**src/ppc_pkg.sv**
```systemverilog
// Constants, types and register map of the port pin control slice.
// Assumes a classic Wishbone master with 32-bit data on the bus side.
`default_nettype none

package ppc_pkg;
  // Register byte offsets
  localparam logic [7:0] PPC_OFS_DATA   = 8'h00;
  localparam logic [7:0] PPC_OFS_DIR    = 8'h04;
  localparam logic [7:0] PPC_OFS_LEVEL  = 8'h08;
  localparam logic [7:0] PPC_OFS_PULLEN = 8'h0c;
  localparam logic [7:0] PPC_OFS_PULLPO = 8'h10;
  localparam logic [7:0] PPC_OFS_WOR    = 8'h14;
  localparam logic [7:0] PPC_OFS_RDRV   = 8'h18;
  localparam logic [7:0] PPC_OFS_OCMON  = 8'h1c;
  localparam logic [7:0] PPC_OFS_OCIE   = 8'h20;
  localparam logic [7:0] PPC_OFS_OCFLAG = 8'h24;
  localparam logic [7:0] PPC_OFS_HVI    = 8'h28;
  // HIGH_VOLTAGE_INPUT control field positions
  localparam int PPC_HVI_ANALOG = 0;
  localparam int PPC_HVI_OVRD   = 1;
  localparam int PPC_HVI_DIE    = 2;
  localparam int PPC_HVI_IE     = 3;
  localparam int PPC_HVI_FLAG   = 4;
  localparam int PPC_HVI_LEVEL  = 5;
  // Reset values
  localparam logic [7:0] PPC_RST_BYTE = 8'h00;
  localparam logic [3:0] PPC_RST_HVI  = 4'h0;
  // Default pin sets
  localparam logic [7:0] PPC_IMPL_DEF = 8'hff;
  localparam logic [7:0] PPC_GND_DEF  = 8'h71;
  localparam int         PPC_SUP_DEF  = 2;

  // Peripheral requests per pin
  typedef struct packed {
    logic [7:0] tim_en;
    logic [7:0] tim_val;
    logic [7:0] sci_en;
    logic [7:0] sci_val;
    logic [7:0] spi_en;
    logic [7:0] spi_oe;
    logic [7:0] spi_val;
    logic [7:0] dac_en;
  } ppc_periph_t;

  // Pad controls per pin
  typedef struct packed {
    logic [7:0] out;
    logic [7:0] oe;
    logic [7:0] pull_en;
    logic [7:0] pull_up;
    logic [7:0] full_drv;
  } ppc_pad_t;
endpackage

`default_nettype wire

```
**src/ppc_port.sv**
```systemverilog
// One eight-pin port slice with over-current guard and a high-voltage input.
// Assumes pads, over-current comparators and HIGH_VOLTAGE_INPUT sit outside, asynchronous.
//
// The register offsets and the Wishbone interface to the registers were left to the implementer.
`timescale 1ns/1ps
`default_nettype none

module ppc_port import ppc_pkg::*; #(
  parameter logic [7:0] IMPL_MASK = PPC_IMPL_DEF,
  parameter logic [7:0] GND_MASK  = PPC_GND_DEF,
  parameter int         SUP_PIN   = PPC_SUP_DEF
) (
  // Clock and reset
  input  wire logic        mclk_in,
  input  wire logic        rst_in,
  // Wishbone slave
  input  wire logic        wb_cyc_in,
  input  wire logic        wb_stb_in,
  input  wire logic        wb_we_in,
  input  wire logic [7:0]  wb_adr_in,
  input  wire logic [3:0]  wb_sel_in,
  input  wire logic [31:0] wb_dat_in,
  output logic      [31:0] wb_dat_out,
  output logic             wb_ack_out,
  // Peripheral requests
  input  wire ppc_periph_t periph_in,
  // Pads and sensors
  input  wire logic [7:0]  pin_in,
  input  wire logic [7:0]  oc_detect_in,
  input  wire logic        stop_mode_in,
  output ppc_pad_t         pad_out,
  output logic      [7:0]  oc_monitor_on_out,
  output logic             oc_irq_out,
  // High-voltage input
  input  wire logic        hvi_in,
  output logic             hvi_buf_en_out,
  output logic             hvi_irq_out,
  output logic             hvi_wake_out
);

  localparam logic [7:0] SUP_MASK = 8'h01 << SUP_PIN;
  localparam logic [7:0] OC_MASK  = SUP_MASK | GND_MASK;

  // Shared three-stage sample with agreement filter
  function automatic logic [7:0] agree(input logic [7:0] s2,
                                       input logic [7:0] s3,
                                       input logic [7:0] cur);
    agree = (s2 & s3) | (cur & (s2 ^ s3));
  endfunction

  logic [7:0] data_q, dir_q, pullen_q, pullpo_q, wor_q, rdrv_q;
  logic [7:0] ocmon_q, ocie_q, ocflag_q;
  logic [3:0] hvi_q;
  logic [7:0] pin_s1_q, pin_s2_q, pin_s3_q, lvl_q;
  logic [7:0] oc_s1_q, oc_s2_q, oc_s3_q, oc_q;
  logic [2:0] hvi_s_q;
  logic       hvi_lvl_q, hvi_prev_q, hvi_flag_q, ack_q;
  logic [31:0] rdat_q;
  logic       req, wr, wr_b0, hvi_edge;
  logic [7:0] oc_set, rd_port, drv_val, drv_oe, od, mon_on;

  // Bus request qualified once, single-cycle answer
  assign req   = wb_cyc_in & wb_stb_in & ~ack_q;
  assign wr    = req & wb_we_in;
  assign wr_b0 = wr & wb_sel_in[0];

  // Ack pulse one cycle after the request edge
  always_ff @(posedge mclk_in or posedge rst_in) begin
    if (rst_in) begin
      ack_q <= 1'b0;
    end else begin
      ack_q <= req;
    end
  end
  assign wb_ack_out = ack_q;

  always_ff @(posedge mclk_in or posedge rst_in) begin
    if (rst_in) begin
      data_q <= PPC_RST_BYTE;
    end else if (wr_b0 && wb_adr_in == PPC_OFS_DATA) begin
      data_q <= wb_dat_in[7:0] & IMPL_MASK;
    end
  end

  always_ff @(posedge mclk_in or posedge rst_in) begin
    if (rst_in) begin
      dir_q    <= PPC_RST_BYTE;
      pullen_q <= PPC_RST_BYTE;
      pullpo_q <= PPC_RST_BYTE;
      wor_q    <= PPC_RST_BYTE;
      rdrv_q   <= PPC_RST_BYTE;
      ocmon_q  <= PPC_RST_BYTE;
      ocie_q   <= PPC_RST_BYTE;
      hvi_q    <= PPC_RST_HVI;
    end else if (wr_b0) begin
      case (wb_adr_in)
        PPC_OFS_DIR:    dir_q    <= wb_dat_in[7:0] & IMPL_MASK;
        PPC_OFS_PULLEN: pullen_q <= wb_dat_in[7:0] & IMPL_MASK;
        PPC_OFS_PULLPO: pullpo_q <= wb_dat_in[7:0] & IMPL_MASK;
        PPC_OFS_WOR:    wor_q    <= wb_dat_in[7:0] & IMPL_MASK;
        PPC_OFS_RDRV:   rdrv_q   <= wb_dat_in[7:0] & IMPL_MASK;
        PPC_OFS_OCMON:  ocmon_q  <= wb_dat_in[7:0] & OC_MASK;
        PPC_OFS_OCIE:   ocie_q   <= wb_dat_in[7:0] & OC_MASK;
        PPC_OFS_HVI:    hvi_q    <= wb_dat_in[3:0];
        default:        hvi_q    <= hvi_q;
      endcase
    end
  end

  // Pin inputs: three flops, a change counts once stages two and three agree
  always_ff @(posedge mclk_in or posedge rst_in) begin
    if (rst_in) begin
      pin_s1_q <= PPC_RST_BYTE;
      pin_s2_q <= PPC_RST_BYTE;
      pin_s3_q <= PPC_RST_BYTE;
      lvl_q    <= PPC_RST_BYTE;
    end else begin
      pin_s1_q <= pin_in;
      pin_s2_q <= pin_s1_q;
      pin_s3_q <= pin_s2_q;
      lvl_q    <= agree(pin_s2_q, pin_s3_q, lvl_q) & IMPL_MASK;
    end
  end

  // Comparator outputs sampled the same way
  always_ff @(posedge mclk_in or posedge rst_in) begin
    if (rst_in) begin
      oc_s1_q <= PPC_RST_BYTE;
      oc_s2_q <= PPC_RST_BYTE;
      oc_s3_q <= PPC_RST_BYTE;
      oc_q    <= PPC_RST_BYTE;
    end else begin
      oc_s1_q <= oc_detect_in;
      oc_s2_q <= oc_s1_q;
      oc_s3_q <= oc_s2_q;
      oc_q    <= agree(oc_s2_q, oc_s3_q, oc_q);
    end
  end

  // output source priority: dac, timer, sci, spi, gpio
  always_comb begin
    drv_val = data_q;
    drv_oe  = dir_q;
    for (int i = 0; i < 8; i++) begin
      if (periph_in.dac_en[i]) begin
        drv_oe[i] = 1'b0;
      end else if (periph_in.tim_en[i]) begin
        drv_oe[i]  = 1'b1;
        drv_val[i] = periph_in.tim_val[i];
      end else if (periph_in.sci_en[i]) begin
        drv_oe[i]  = 1'b1;
        drv_val[i] = periph_in.sci_val[i];
      end else if (periph_in.spi_en[i]) begin
        drv_oe[i]  = periph_in.spi_oe[i];
        drv_val[i] = periph_in.spi_val[i];
      end
    end
  end

  // monitor live when enabled and out of stop, at either drive strength
  assign mon_on = ocmon_q & {8{~stop_mode_in}};
  assign oc_monitor_on_out = mon_on;
  assign od = wor_q & IMPL_MASK;

  // trip only while sourcing or sinking
  assign oc_set = oc_q & mon_on & ~rdrv_q & drv_oe & OC_MASK &
                  ((SUP_MASK & drv_val) | (GND_MASK & ~drv_val));

  // sticky flag, set beats a same-cycle clear
  always_ff @(posedge mclk_in or posedge rst_in) begin
    if (rst_in) begin
      ocflag_q <= PPC_RST_BYTE;
    end else if (wr_b0 && wb_adr_in == PPC_OFS_OCFLAG) begin
      ocflag_q <= (ocflag_q & ~wb_dat_in[7:0]) | oc_set;
    end else begin
      ocflag_q <= ocflag_q | oc_set;
    end
  end
  assign oc_irq_out = |(ocflag_q & ocie_q);

  // Pad drive; open-drain never drives high, so a wired bus is safe
  always_comb begin
    pad_out.full_drv = ~rdrv_q & IMPL_MASK;
    pad_out.out      = drv_val & IMPL_MASK;
    pad_out.oe       = drv_oe & ~(od & drv_val) & IMPL_MASK;
    pad_out.out = (pad_out.out & ~(ocflag_q & SUP_MASK)) |
                  (ocflag_q & GND_MASK);
    pad_out.oe  = pad_out.oe | (ocflag_q & SUP_MASK & drv_oe);
    pad_out.oe  = pad_out.oe & ~(ocflag_q & GND_MASK);
    // pull follows config unless a peripheral overrides
    pad_out.pull_en = pullen_q & ~drv_oe & IMPL_MASK;
    pad_out.pull_up = ~pullpo_q & IMPL_MASK;
    for (int i = 0; i < 8; i++) begin
      if (periph_in.dac_en[i] || periph_in.tim_en[i] ||
          periph_in.sci_en[i]) begin
        pad_out.pull_en[i] = 1'b0;
      end else if (periph_in.spi_en[i] && od[i] && pullpo_q[i]) begin
        pad_out.pull_en[i] = 1'b0;
      end
    end
  end

  // HIGH_VOLTAGE_INPUT buffer and level with agreement filter
  assign hvi_buf_en_out = hvi_q[PPC_HVI_DIE] &
                          (~hvi_q[PPC_HVI_ANALOG] | hvi_q[PPC_HVI_OVRD]);

  always_ff @(posedge mclk_in or posedge rst_in) begin
    if (rst_in) begin
      hvi_s_q    <= 3'h0;
      hvi_lvl_q  <= 1'b0;
      hvi_prev_q <= 1'b0;
    end else begin
      hvi_s_q    <= {hvi_s_q[1:0], hvi_in};
      hvi_prev_q <= hvi_lvl_q;
      if (hvi_s_q[1] == hvi_s_q[2]) begin
        hvi_lvl_q <= hvi_s_q[2];
      end
    end
  end
  assign hvi_edge = hvi_lvl_q & ~hvi_prev_q;

  // run-mode interrupt only in digital mode; set beats clear
  always_ff @(posedge mclk_in or posedge rst_in) begin
    if (rst_in) begin
      hvi_flag_q <= 1'b0;
    end else if (hvi_edge && hvi_buf_en_out &&
                 !hvi_q[PPC_HVI_ANALOG]) begin
      hvi_flag_q <= 1'b1;
    end else if (wr_b0 && wb_adr_in == PPC_OFS_HVI &&
                 wb_dat_in[PPC_HVI_FLAG]) begin
      hvi_flag_q <= 1'b0;
    end
  end
  assign hvi_irq_out = hvi_flag_q & hvi_q[PPC_HVI_IE];
  // wake from stop in either mode
  assign hvi_wake_out = hvi_edge & stop_mode_in & hvi_q[PPC_HVI_IE];

  assign rd_port = ((data_q & dir_q) | (lvl_q & ~dir_q)) & IMPL_MASK;

  // Read data registered; unmapped addresses read zero
  always_ff @(posedge mclk_in or posedge rst_in) begin
    if (rst_in) begin
      rdat_q <= 32'h0;
    end else if (req) begin
      rdat_q <= 32'h0;
      case (wb_adr_in)
        PPC_OFS_DATA:   rdat_q[7:0] <= rd_port;
        PPC_OFS_DIR:    rdat_q[7:0] <= dir_q;
        PPC_OFS_LEVEL:  rdat_q[7:0] <= lvl_q;
        PPC_OFS_PULLEN: rdat_q[7:0] <= pullen_q;
        PPC_OFS_PULLPO: rdat_q[7:0] <= pullpo_q;
        PPC_OFS_WOR:    rdat_q[7:0] <= wor_q;
        PPC_OFS_RDRV:   rdat_q[7:0] <= rdrv_q;
        PPC_OFS_OCMON:  rdat_q[7:0] <= ocmon_q;
        PPC_OFS_OCIE:   rdat_q[7:0] <= ocie_q;
        PPC_OFS_OCFLAG: rdat_q[7:0] <= ocflag_q;
        PPC_OFS_HVI:    rdat_q[5:0] <= {hvi_lvl_q & hvi_buf_en_out,
                                        hvi_flag_q, hvi_q};
        default:        rdat_q <= 32'h0;
      endcase
    end
  end
  assign wb_dat_out = rdat_q;
endmodule

`default_nettype wire
```
**config.mk**
```make
export PLATFORM = sky130hd
export DESIGN_NAME = ppc_port
export DESIGN_NICKNAME = d
export VERILOG_FILES = /design/src/ppc_pkg.sv /design/src/ppc_port.sv
export SDC_FILE = /design/constraint.sdc
export NUM_CORES = 1
export LEC_CHECK = 0
export BUFFER_PORTS_ARGS = -buffer_cell sky130_fd_sc_hd__buf_2
export CAP_MARGIN = 25
export CELL_PAD_IN_SITES_DETAIL_PLACEMENT = 0
export CELL_PAD_IN_SITES_GLOBAL_PLACEMENT = 2
export CORE_MARGIN = 3
export CORE_UTILIZATION = 34
export CTS_CLUSTER_SIZE = 20
export DETAILED_ROUTE_END_ITERATION = 6
export PLACE_DENSITY = 0.87
export SETUP_SLACK_MARGIN = 0.1
export SYNTH_ARGS = -nofsm -noshare
export SYNTH_HDL_FRONTEND = slang
export SYNTH_SLANG_ARGS = --single-unit
```
**constraint.sdc**
```tcl
create_clock -name mclk_in -period 6.3 [get_ports mclk_in]
set_clock_uncertainty 0.1 [all_clocks]
set_input_delay 0.315 -clock mclk_in [delete_from_list [all_inputs] [get_ports mclk_in]]
set_output_delay 0.315 -clock mclk_in [all_outputs]
set_load 0.1 [all_outputs]
```
==> results of run 1 <==
[stage by stage]
| stage | area (um^2) | utilization |
|---|---|---|
| after floorplan | 6878 | - |
| after global placement | 7700 | 0.3943 |
| after detailed placement | 7700 | 0.3943 |
| after CTS | 8541 | 0.4374 |
| after global routing | 8541 | 0.4374 |
| final | 8541 | 0.4374 |
[worst max-delay path: stages]
cell     delay, ns
buf_2         0.48
nor2b_1       0.72
nand2_1       0.43
nor3_2        0.92
nand2_1       0.12
a32o_1        0.23
[layer usage]
metal,track usage,vias to the layer above,part of all wire
met2,0.2876,198,0.46
li1,-,2519,-
met4,0.05592,0,0.015
met1,0.2430,2583,0.44
met5,0,-,0
met3,0.05398,25,0.081
[cell families (layout without fill, tap and decap cells)]
kind of cell               count (synthesis)  in the layout  share of synthesized area
other                                      1             27                  0.0005531
adders and majority gates                 14             14                    0.02547
and+or+nand+nor                          159            159                     0.1415
AOI/OAI and AO/OA                        154            154                     0.1495
DFF                                      137            137                     0.5056
xor gates and xnor gates                   1              1                   0.001292
muxes                                     68             68                     0.1133
buffers and inverters                     73            234                    0.06274
[sequential cells by signal (all words and copies together), names as in the netlist]
name and count:
pin_s1_q 8, dir_q 8, oc_s1_q 5, oc_s3_q 5, pin_s3_q 8, oc_s2_q 5
oc_q 5, hvi_q 4, od 8, wb_dat_out 8, wb_ack_out 1, lvl_q 8
pullpo_q 8, data_q 8, hvi_prev_q 1, ocie_q 5, rdrv_q 8, pullen_q 8
pin_s2_q 8, hvi_lvl_q 1, hvi_s_q 3, hvi_flag_q 1, ocmon_q 5, ocflag_q 8
[layout make-up]
cell class | count | area (um^2)
flip-flops and latches | 137 | 3428
clock buffers | 23 | 508.0
inverters | 26 | 102.6
multi-input cells | 423 | 3024
repair buffers | 176 | 963.4
clock inverters | 9 | 182.7
well taps | 265 | 331.6
fillers | 1925 | 10990
[worst paths after layout]
kind                              start     endpoint  slack (ns)
min in group asynchronous        rst_in   oc_s3_q[5]        0.42
max in group asynchronous        rst_in  pin_s2_q[1]        4.36
min reg2reg                 pin_s1_q[4]  pin_s2_q[4]        0.25
max reg2reg                  wb_ack_out  ocflag_q[5]        3.53
min                        wb_dat_in[7]  ocflag_q[7]        0.08
max                        wb_adr_in[2]  ocflag_q[5]        3.26
[synth_stat cells (5+ instances only)]
| master | n | area (um^2) |
|---|---|---|
| mux2i_1 | 16 | 160.2 |
| inv_1 | 26 | 97.59 |
| a211oi_1 | 5 | 37.54 |
| dfrtp_1 | 137 | 3428 |
| nand2_1 | 50 | 187.7 |
| a21o_1 | 13 | 97.59 |
| nor3_4 | 6 | 97.59 |
| a31oi_1 | 6 | 37.54 |
| a22oi_1 | 14 | 105.1 |
| o22ai_1 | 5 | 31.28 |
| nor3_1 | 12 | 60.06 |
| buf_4 | 30 | 225.2 |
| a311oi_1 | 6 | 52.55 |
| a21oi_1 | 23 | 115.1 |
| nand3_1 | 8 | 40.04 |
| nor2_1 | 19 | 71.32 |
| buf_2 | 8 | 40.04 |
| nor2b_1 | 15 | 93.84 |
| a21boi_0 | 7 | 52.55 |
| ha_1 | 13 | 162.7 |
| mux2_2 | 50 | 563.0 |
| nand3b_1 | 12 | 90.09 |
| o21ai_0 | 47 | 235.2 |
[power by group through the flow]
stage / Sequential [mW] / Combinational (mW) / Clock [mW]
after floorplan: 0.954 / 0.239 / 0
after global placement: 0.942 / 0.317 / 0
after detailed placement: 0.943 / 0.319 / 0
after CTS: 0.927 / 0.327 / 1.17
after global routing: 0.931 / 0.349 / 1.20
final: 0.927 / 0.325 / 1.15
==> summary.md, run 1 <==
| Metric | Value |
|---|---|
| Number of global-route vias before repair | `5,443` |
| CTS Sinks | `137` |
| Post-synthesis cell area | `0.006780 mm^2` |
| Commonest cells after routing, fill and taps aside | `158 x buf_2, 137 x dfrtp_1, 50 x nand2_1, 50 x mux2_2, 47 x o21ai_0` |
| First drt pass iteration count | `5` |
| Via count | `5,325` |
| Placed cell count | `1,012` |
| Critical Path AT | `3.25 ns` |
| Ys Warns | `0` |
| Core area | `0.01953 mm^2` |
| Crit path capture type | `register` |
| PortBufs | `158` |
| Num ports | `216` |
| Hold buffer count at cts | `15` |
| Setup Buffers After CTS | `0` |
| Max_cap viols | `0` |
| Die X | `147.2 um` |
| Peak Freq | `0.3293 GHz` |
| Min-Delay Path Class | `in -> reg` |
| Largest net degree at the start of global routing | `70` |
| Status | `completed` |
| Post-synth EDFFs | `0` |
| Layout area overhead | `25.96%` |
| Gate power share | `0.135` |
| CTS Root Cell | `clkbuf_16` |
| CP required | `6.51 ns` |
| Routed Antenna Nets | `0` |
| Setup WS pre-CTS | `between 2 and 3 ns` |
| Reg2Reg Depth | `6` |
| Setup_tns | `0 ns` |
| Number of H-tree levels | `4` |
| Slew @ Worst Pin | `1.002 ns` |
| Antenna Cells | `0` |
| Pwr Density | `~280 mW/mm^2` |
| Final min period | `3.036 ns` |
| Seq/Total Area, Yosys | `0.5056` |
| Overall Power | `2.403 mW` |
| Row count | `51` |
| Crit start category | `input port` |
| CTS resizes | `0` |
| GRT overflow | `0` |
| Netlist cell types | `67` |
| Sequential power share | `0.386` |
| Residual DRC | `0` |
| Layout cells sized above 1 | `0.3363` |
| Critical path class | `in -> reg` |
| Int Power | `1.757 mW` |
| Starting DRT DRC Count | `324` |
| Die area | `approximately 0.022 mm^2` |
| Avg Cell Area, Syn | `about 11 um^2` |
| Switching power | `0.6460 mW` |
| Hold Path Stages | `2` |
| Clk Latency, worst-skew pair | `0.43 ns` |
| WL per Instance | `18.31 um` |
| Final nets | `925` |
| Worst-path clk slew | `0.06 ns` |
| CTS tree | `built` |
| Leakage | `4.210 nW` |
| Total CTS buffers | `17` |
| Layout Cells excl Fill | `between 1,000 and 1,500` |
| Initial core utilization | `0.3472` |
| First-pass GRT wire length | `30.53 mm` |
| Tot GR Track Use | `0.1820` |
| #FFs+latches synth | `137` |
| Sw Ratio | `0.2689` |
| Initial antenna violation count | `0` |
| Top_reg_cell synth | `dfrtp_1` |
| DRT Wirelength | `19.39 mm` |
| Clk buf depth | `2` |
| Final worst slack | `3.264 ns` |
| Commonest non-fill, non-tap cell in the layout | `buf_2` |
| VDD IR max | `0.1883 mV` |
| Clock Power Share | `0.479` |
| Max FO, Critical Path | `25` |
| Vias/cell | `5.028` |
| Post-synth ARST share | `1.000` |
| # setup viols final | `0` |
| RSZ-0062 raised after global routing | `no` |
| Hold_ws | `~0.08 ns` |
| Die Y | `147.2 um` |
| Period utilisation layout | `0.4820` |
| Routability cong. | `0.8554` |
| Count of final hold-check violations | `0` |
| Post-DP HPWL | `13.81 mm` |
| Relative slew slack | `0.3259` |
| Mapped Cells | `607` |
| Slew Limit Fails | `0` |
Note: power is estimated with default switching activity, not from simulation.
==> run 2, diff against run 1 <==
Settings changed: ABC_AREA set to 1, CORE_UTILIZATION 34 to 26, PLACE_DENSITY 0.87 to 0.78.
Clock period 6.3 ns to 2.4 ns, I/O delays scaled along.
==> summary.md, run 2 <==
| Metric | Value |
|---|---|
| Crit path capture type | `output pin` |
| Max FO, Critical Path | `3` |
| Reg area | `between 0.003 and 0.004 mm^2` |
| Pwr Density | `676.7 mW/mm^2` |
| Post-synth EDFFs | `0` |
| Area occupied by multi-input gates | `about 0.0029 mm^2` |
| Synth area leader | `dfrtp_1` |
| Post-synth ARST share | `1.000` |
| Worst-path clk slew | `around 0.060 ns` |
| GRT overflow | `0` |
| WL per Instance | `14.59 um` |
| Ys Warns | `0` |
| Slew Limit Fails | `0` |
| RSZ-0062 raised after global routing | `no` |
| CTS Root Cell | `clkbuf_16` |
| CTS tree | `built` |
| CP required | `2.18 ns` |
| Final min period | `2.114 ns` |
| PortBufs | `158` |
| Antenna Cells | `0` |
| Total CTS buffers | `17` |
| CTS Sinks | `137` |
| Final nets | `roughly 1,200` |
| Final-layout fill cell count | `between 2,000 and 3,000` |
| Clk buf depth | `2` |
| Initial antenna violation count | `0` |
| Setup Buffers After CTS | `0` |
| Layout area overhead | `29.66%` |
| Max_cap viols | `0` |
| Number of H-tree levels | `4` |
| Post-synth top cells | `248 x nand2_1, 137 x dfrtp_1, 100 x inv_1` |
| Initial core utilization | `0.2650` |
| Top_reg_cell synth | `dfrtp_1` |
| Die area | `0.02856 mm^2` |
| Largest net degree at the start of global routing | `84` |
| Slew @ Worst Pin | `~0.63 ns` |
| Period utilisation layout | `0.8809` |
| Count of final hold-check violations | `0` |
| Post-synthesis cell area | `slightly below 0.007 mm^2` |
| VDD IR max | `0.3642 mV` |
| Crit start category | `register` |
| Routed Antenna Nets | `0` |
| # setup viols final | `0` |
| Min-Delay Path Class | `in -> reg` |
| Netlist cell types | `32` |
| Status | `completed` |
| Routability cong. | `about 0.79` |
| Clk Latency, worst-skew pair | `0.42 ns` |
| Overall Power | `~6.1 mW` |
| Mapped Cells | `847` |
| Post-DP HPWL | `14.76 mm` |
| Leakage | `4.732 nW` |
| Top-count cell post-synth | `nand2_1` |
| Layout cells sized above 1 | `0.2280` |
| Die X | `169.0 um` |
| Number of global-route vias before repair | `5,760` |
| Row count | `about 60` |
| Relative slew slack | `0.5804` |
| Via count | `roughly 6,000` |
| Residual DRC | `0` |
| Fin util | `0.3436` |
| Yosys top cell area share | `0.4964` |
| Peak Freq | `~0.47 GHz` |
| Top cells by area, synth | `dfrtp_1 50%, nand2_1 13%, nand3_1 5.8%` |
| Critical path class | `reg -> out` |
| #FFs+latches synth | `137` |
| Commonest non-fill, non-tap cell in the layout | `nand2_1` |
| Die Y | `169.0 um` |
| Avg Cell Area, Syn | `a little over 8 um^2` |
| Num ports | `about 220` |
| Starting DRT DRC Count | `~390` |
| Commonest cells after routing, fill and taps aside | `248 x nand2_1, 158 x buf_2, 137 x dfrtp_1` |
| Seq/Total Area, Yosys | `0.4964` |
| Tot GR Track Use | `0.1425` |
| First drt pass iteration count | `5` |
| First-pass GRT wire length | `31.68 mm` |
| DRT Wirelength | `20.30 mm` |
| Critical Path AT | `1.89 ns` |
| Core area | `0.02606 mm^2` |
| Vias/cell | `4.329` |
run 2: cell types whose count changed after synthesis, moves of 16 or more:
cell / previous run / this run
nor2_1: 19 / 58
o21ai_1: 0 / 24
inv_1: 26 / 100
mux2_2: 50 / 0
nand3_1: 8 / 80
mux2i_1: 16 / 0
nand2_1: 50 / 248
run 2: cell families (layout without fill, tap and decap cells):
group,after synthesis,count (layout),synth area share
and+or+nand+nor,419,419,0.2668
buffers and inverters,145,329,0.1018
DFF,137,137,0.4964
AOI/OAI and AO/OA,131,131,0.1094
adders and majority gates,14,14,0.02500
other,1,27,0.0005430
run 2: layout make-up:
| class | count | share of cell area |
|---|---|---|
| clock inverters | 10 | 0.01858 |
| well taps | 335 | 0.04681 |
| multi-input cells | 591 | 0.3274 |
| flip-flops and latches | 137 | 0.3828 |
| clock buffers | 22 | 0.05296 |
| repair buffers | 193 | 0.1274 |
| inverters | 104 | 0.04401 |
run 2: layer usage:
layer | vias to the layer above | track usage | part of all wire
li1 | 3074 | - | -
met1 | 2775 | 0.2056 | 0.49
met2 | 160 | 0.2193 | 0.45
met3 | 17 | 0.02872 | 0.054
met4 | 0 | 0.03634 | 0.012
met5 | - | 0 | 0
run 2: timing repair:
action,CTS,global route
resized for setup,0,0
hold buffers,25,0
hold endpoints to repair,175,0
run 2: final timing paths:
kind                              start          end  slack [ns]  depth (start not counted)
setup / recovery              data_q[0]  pad_out[24]        0.29                         10
hold / removal             wb_dat_in[5]    rdrv_q[5]        0.01                          3
setup reg to reg             wb_ack_out  ocflag_q[4]        0.48                          6
hold reg to reg             pin_s1_q[1]  pin_s2_q[1]        0.25                          0
max in group asynchronous        rst_in   hvi_prev_q        1.46                          4
min in group asynchronous        rst_in  pin_s3_q[2]        0.05                          3
run 2: worst max-delay path, stage by stage, from the launching register on:
cell     delay (ns)
dfrtp_1        0.40
inv_1          0.11
o21ai_0        0.08
nand2_1        0.06
nand3_1        0.08
nand2_1        0.08
nand2_1        0.07
nand2_1        0.05
nand3_1        0.07
inv_1          0.06
buf_2          0.42
run 2: through the flow:
step	cell area, um^2	setup WS, ns	TNS [ns]	std cells	hold WS [ns]
4_1_cts	8955	0.2627	0	1392	0.002075
6_report	8955	0.2860	0	1392	0.009677
3_3_place_gp	8064	0.5300	0	1335	-0.06630
2_1_floorplan	7067	-0.2844	-0.2844	873	0.05143
3_5_place_dp	8064	0.4712	0	1335	-0.06523
5_1_grt	8955	0.1094	0	1392	0.04384
run 2: power breakdown:
| group | total, mW | internal [mW] | switching (mW) |
|---|---|---|---|
| Clock | 2.82 | 1.83 | 0.999 |
| Combinational | 0.802 | 0.191 | 0.611 |
| Sequential | 2.43 | 2.39 | 0.0474 |
| Total | 6.06 | 4.40 | 1.66 |
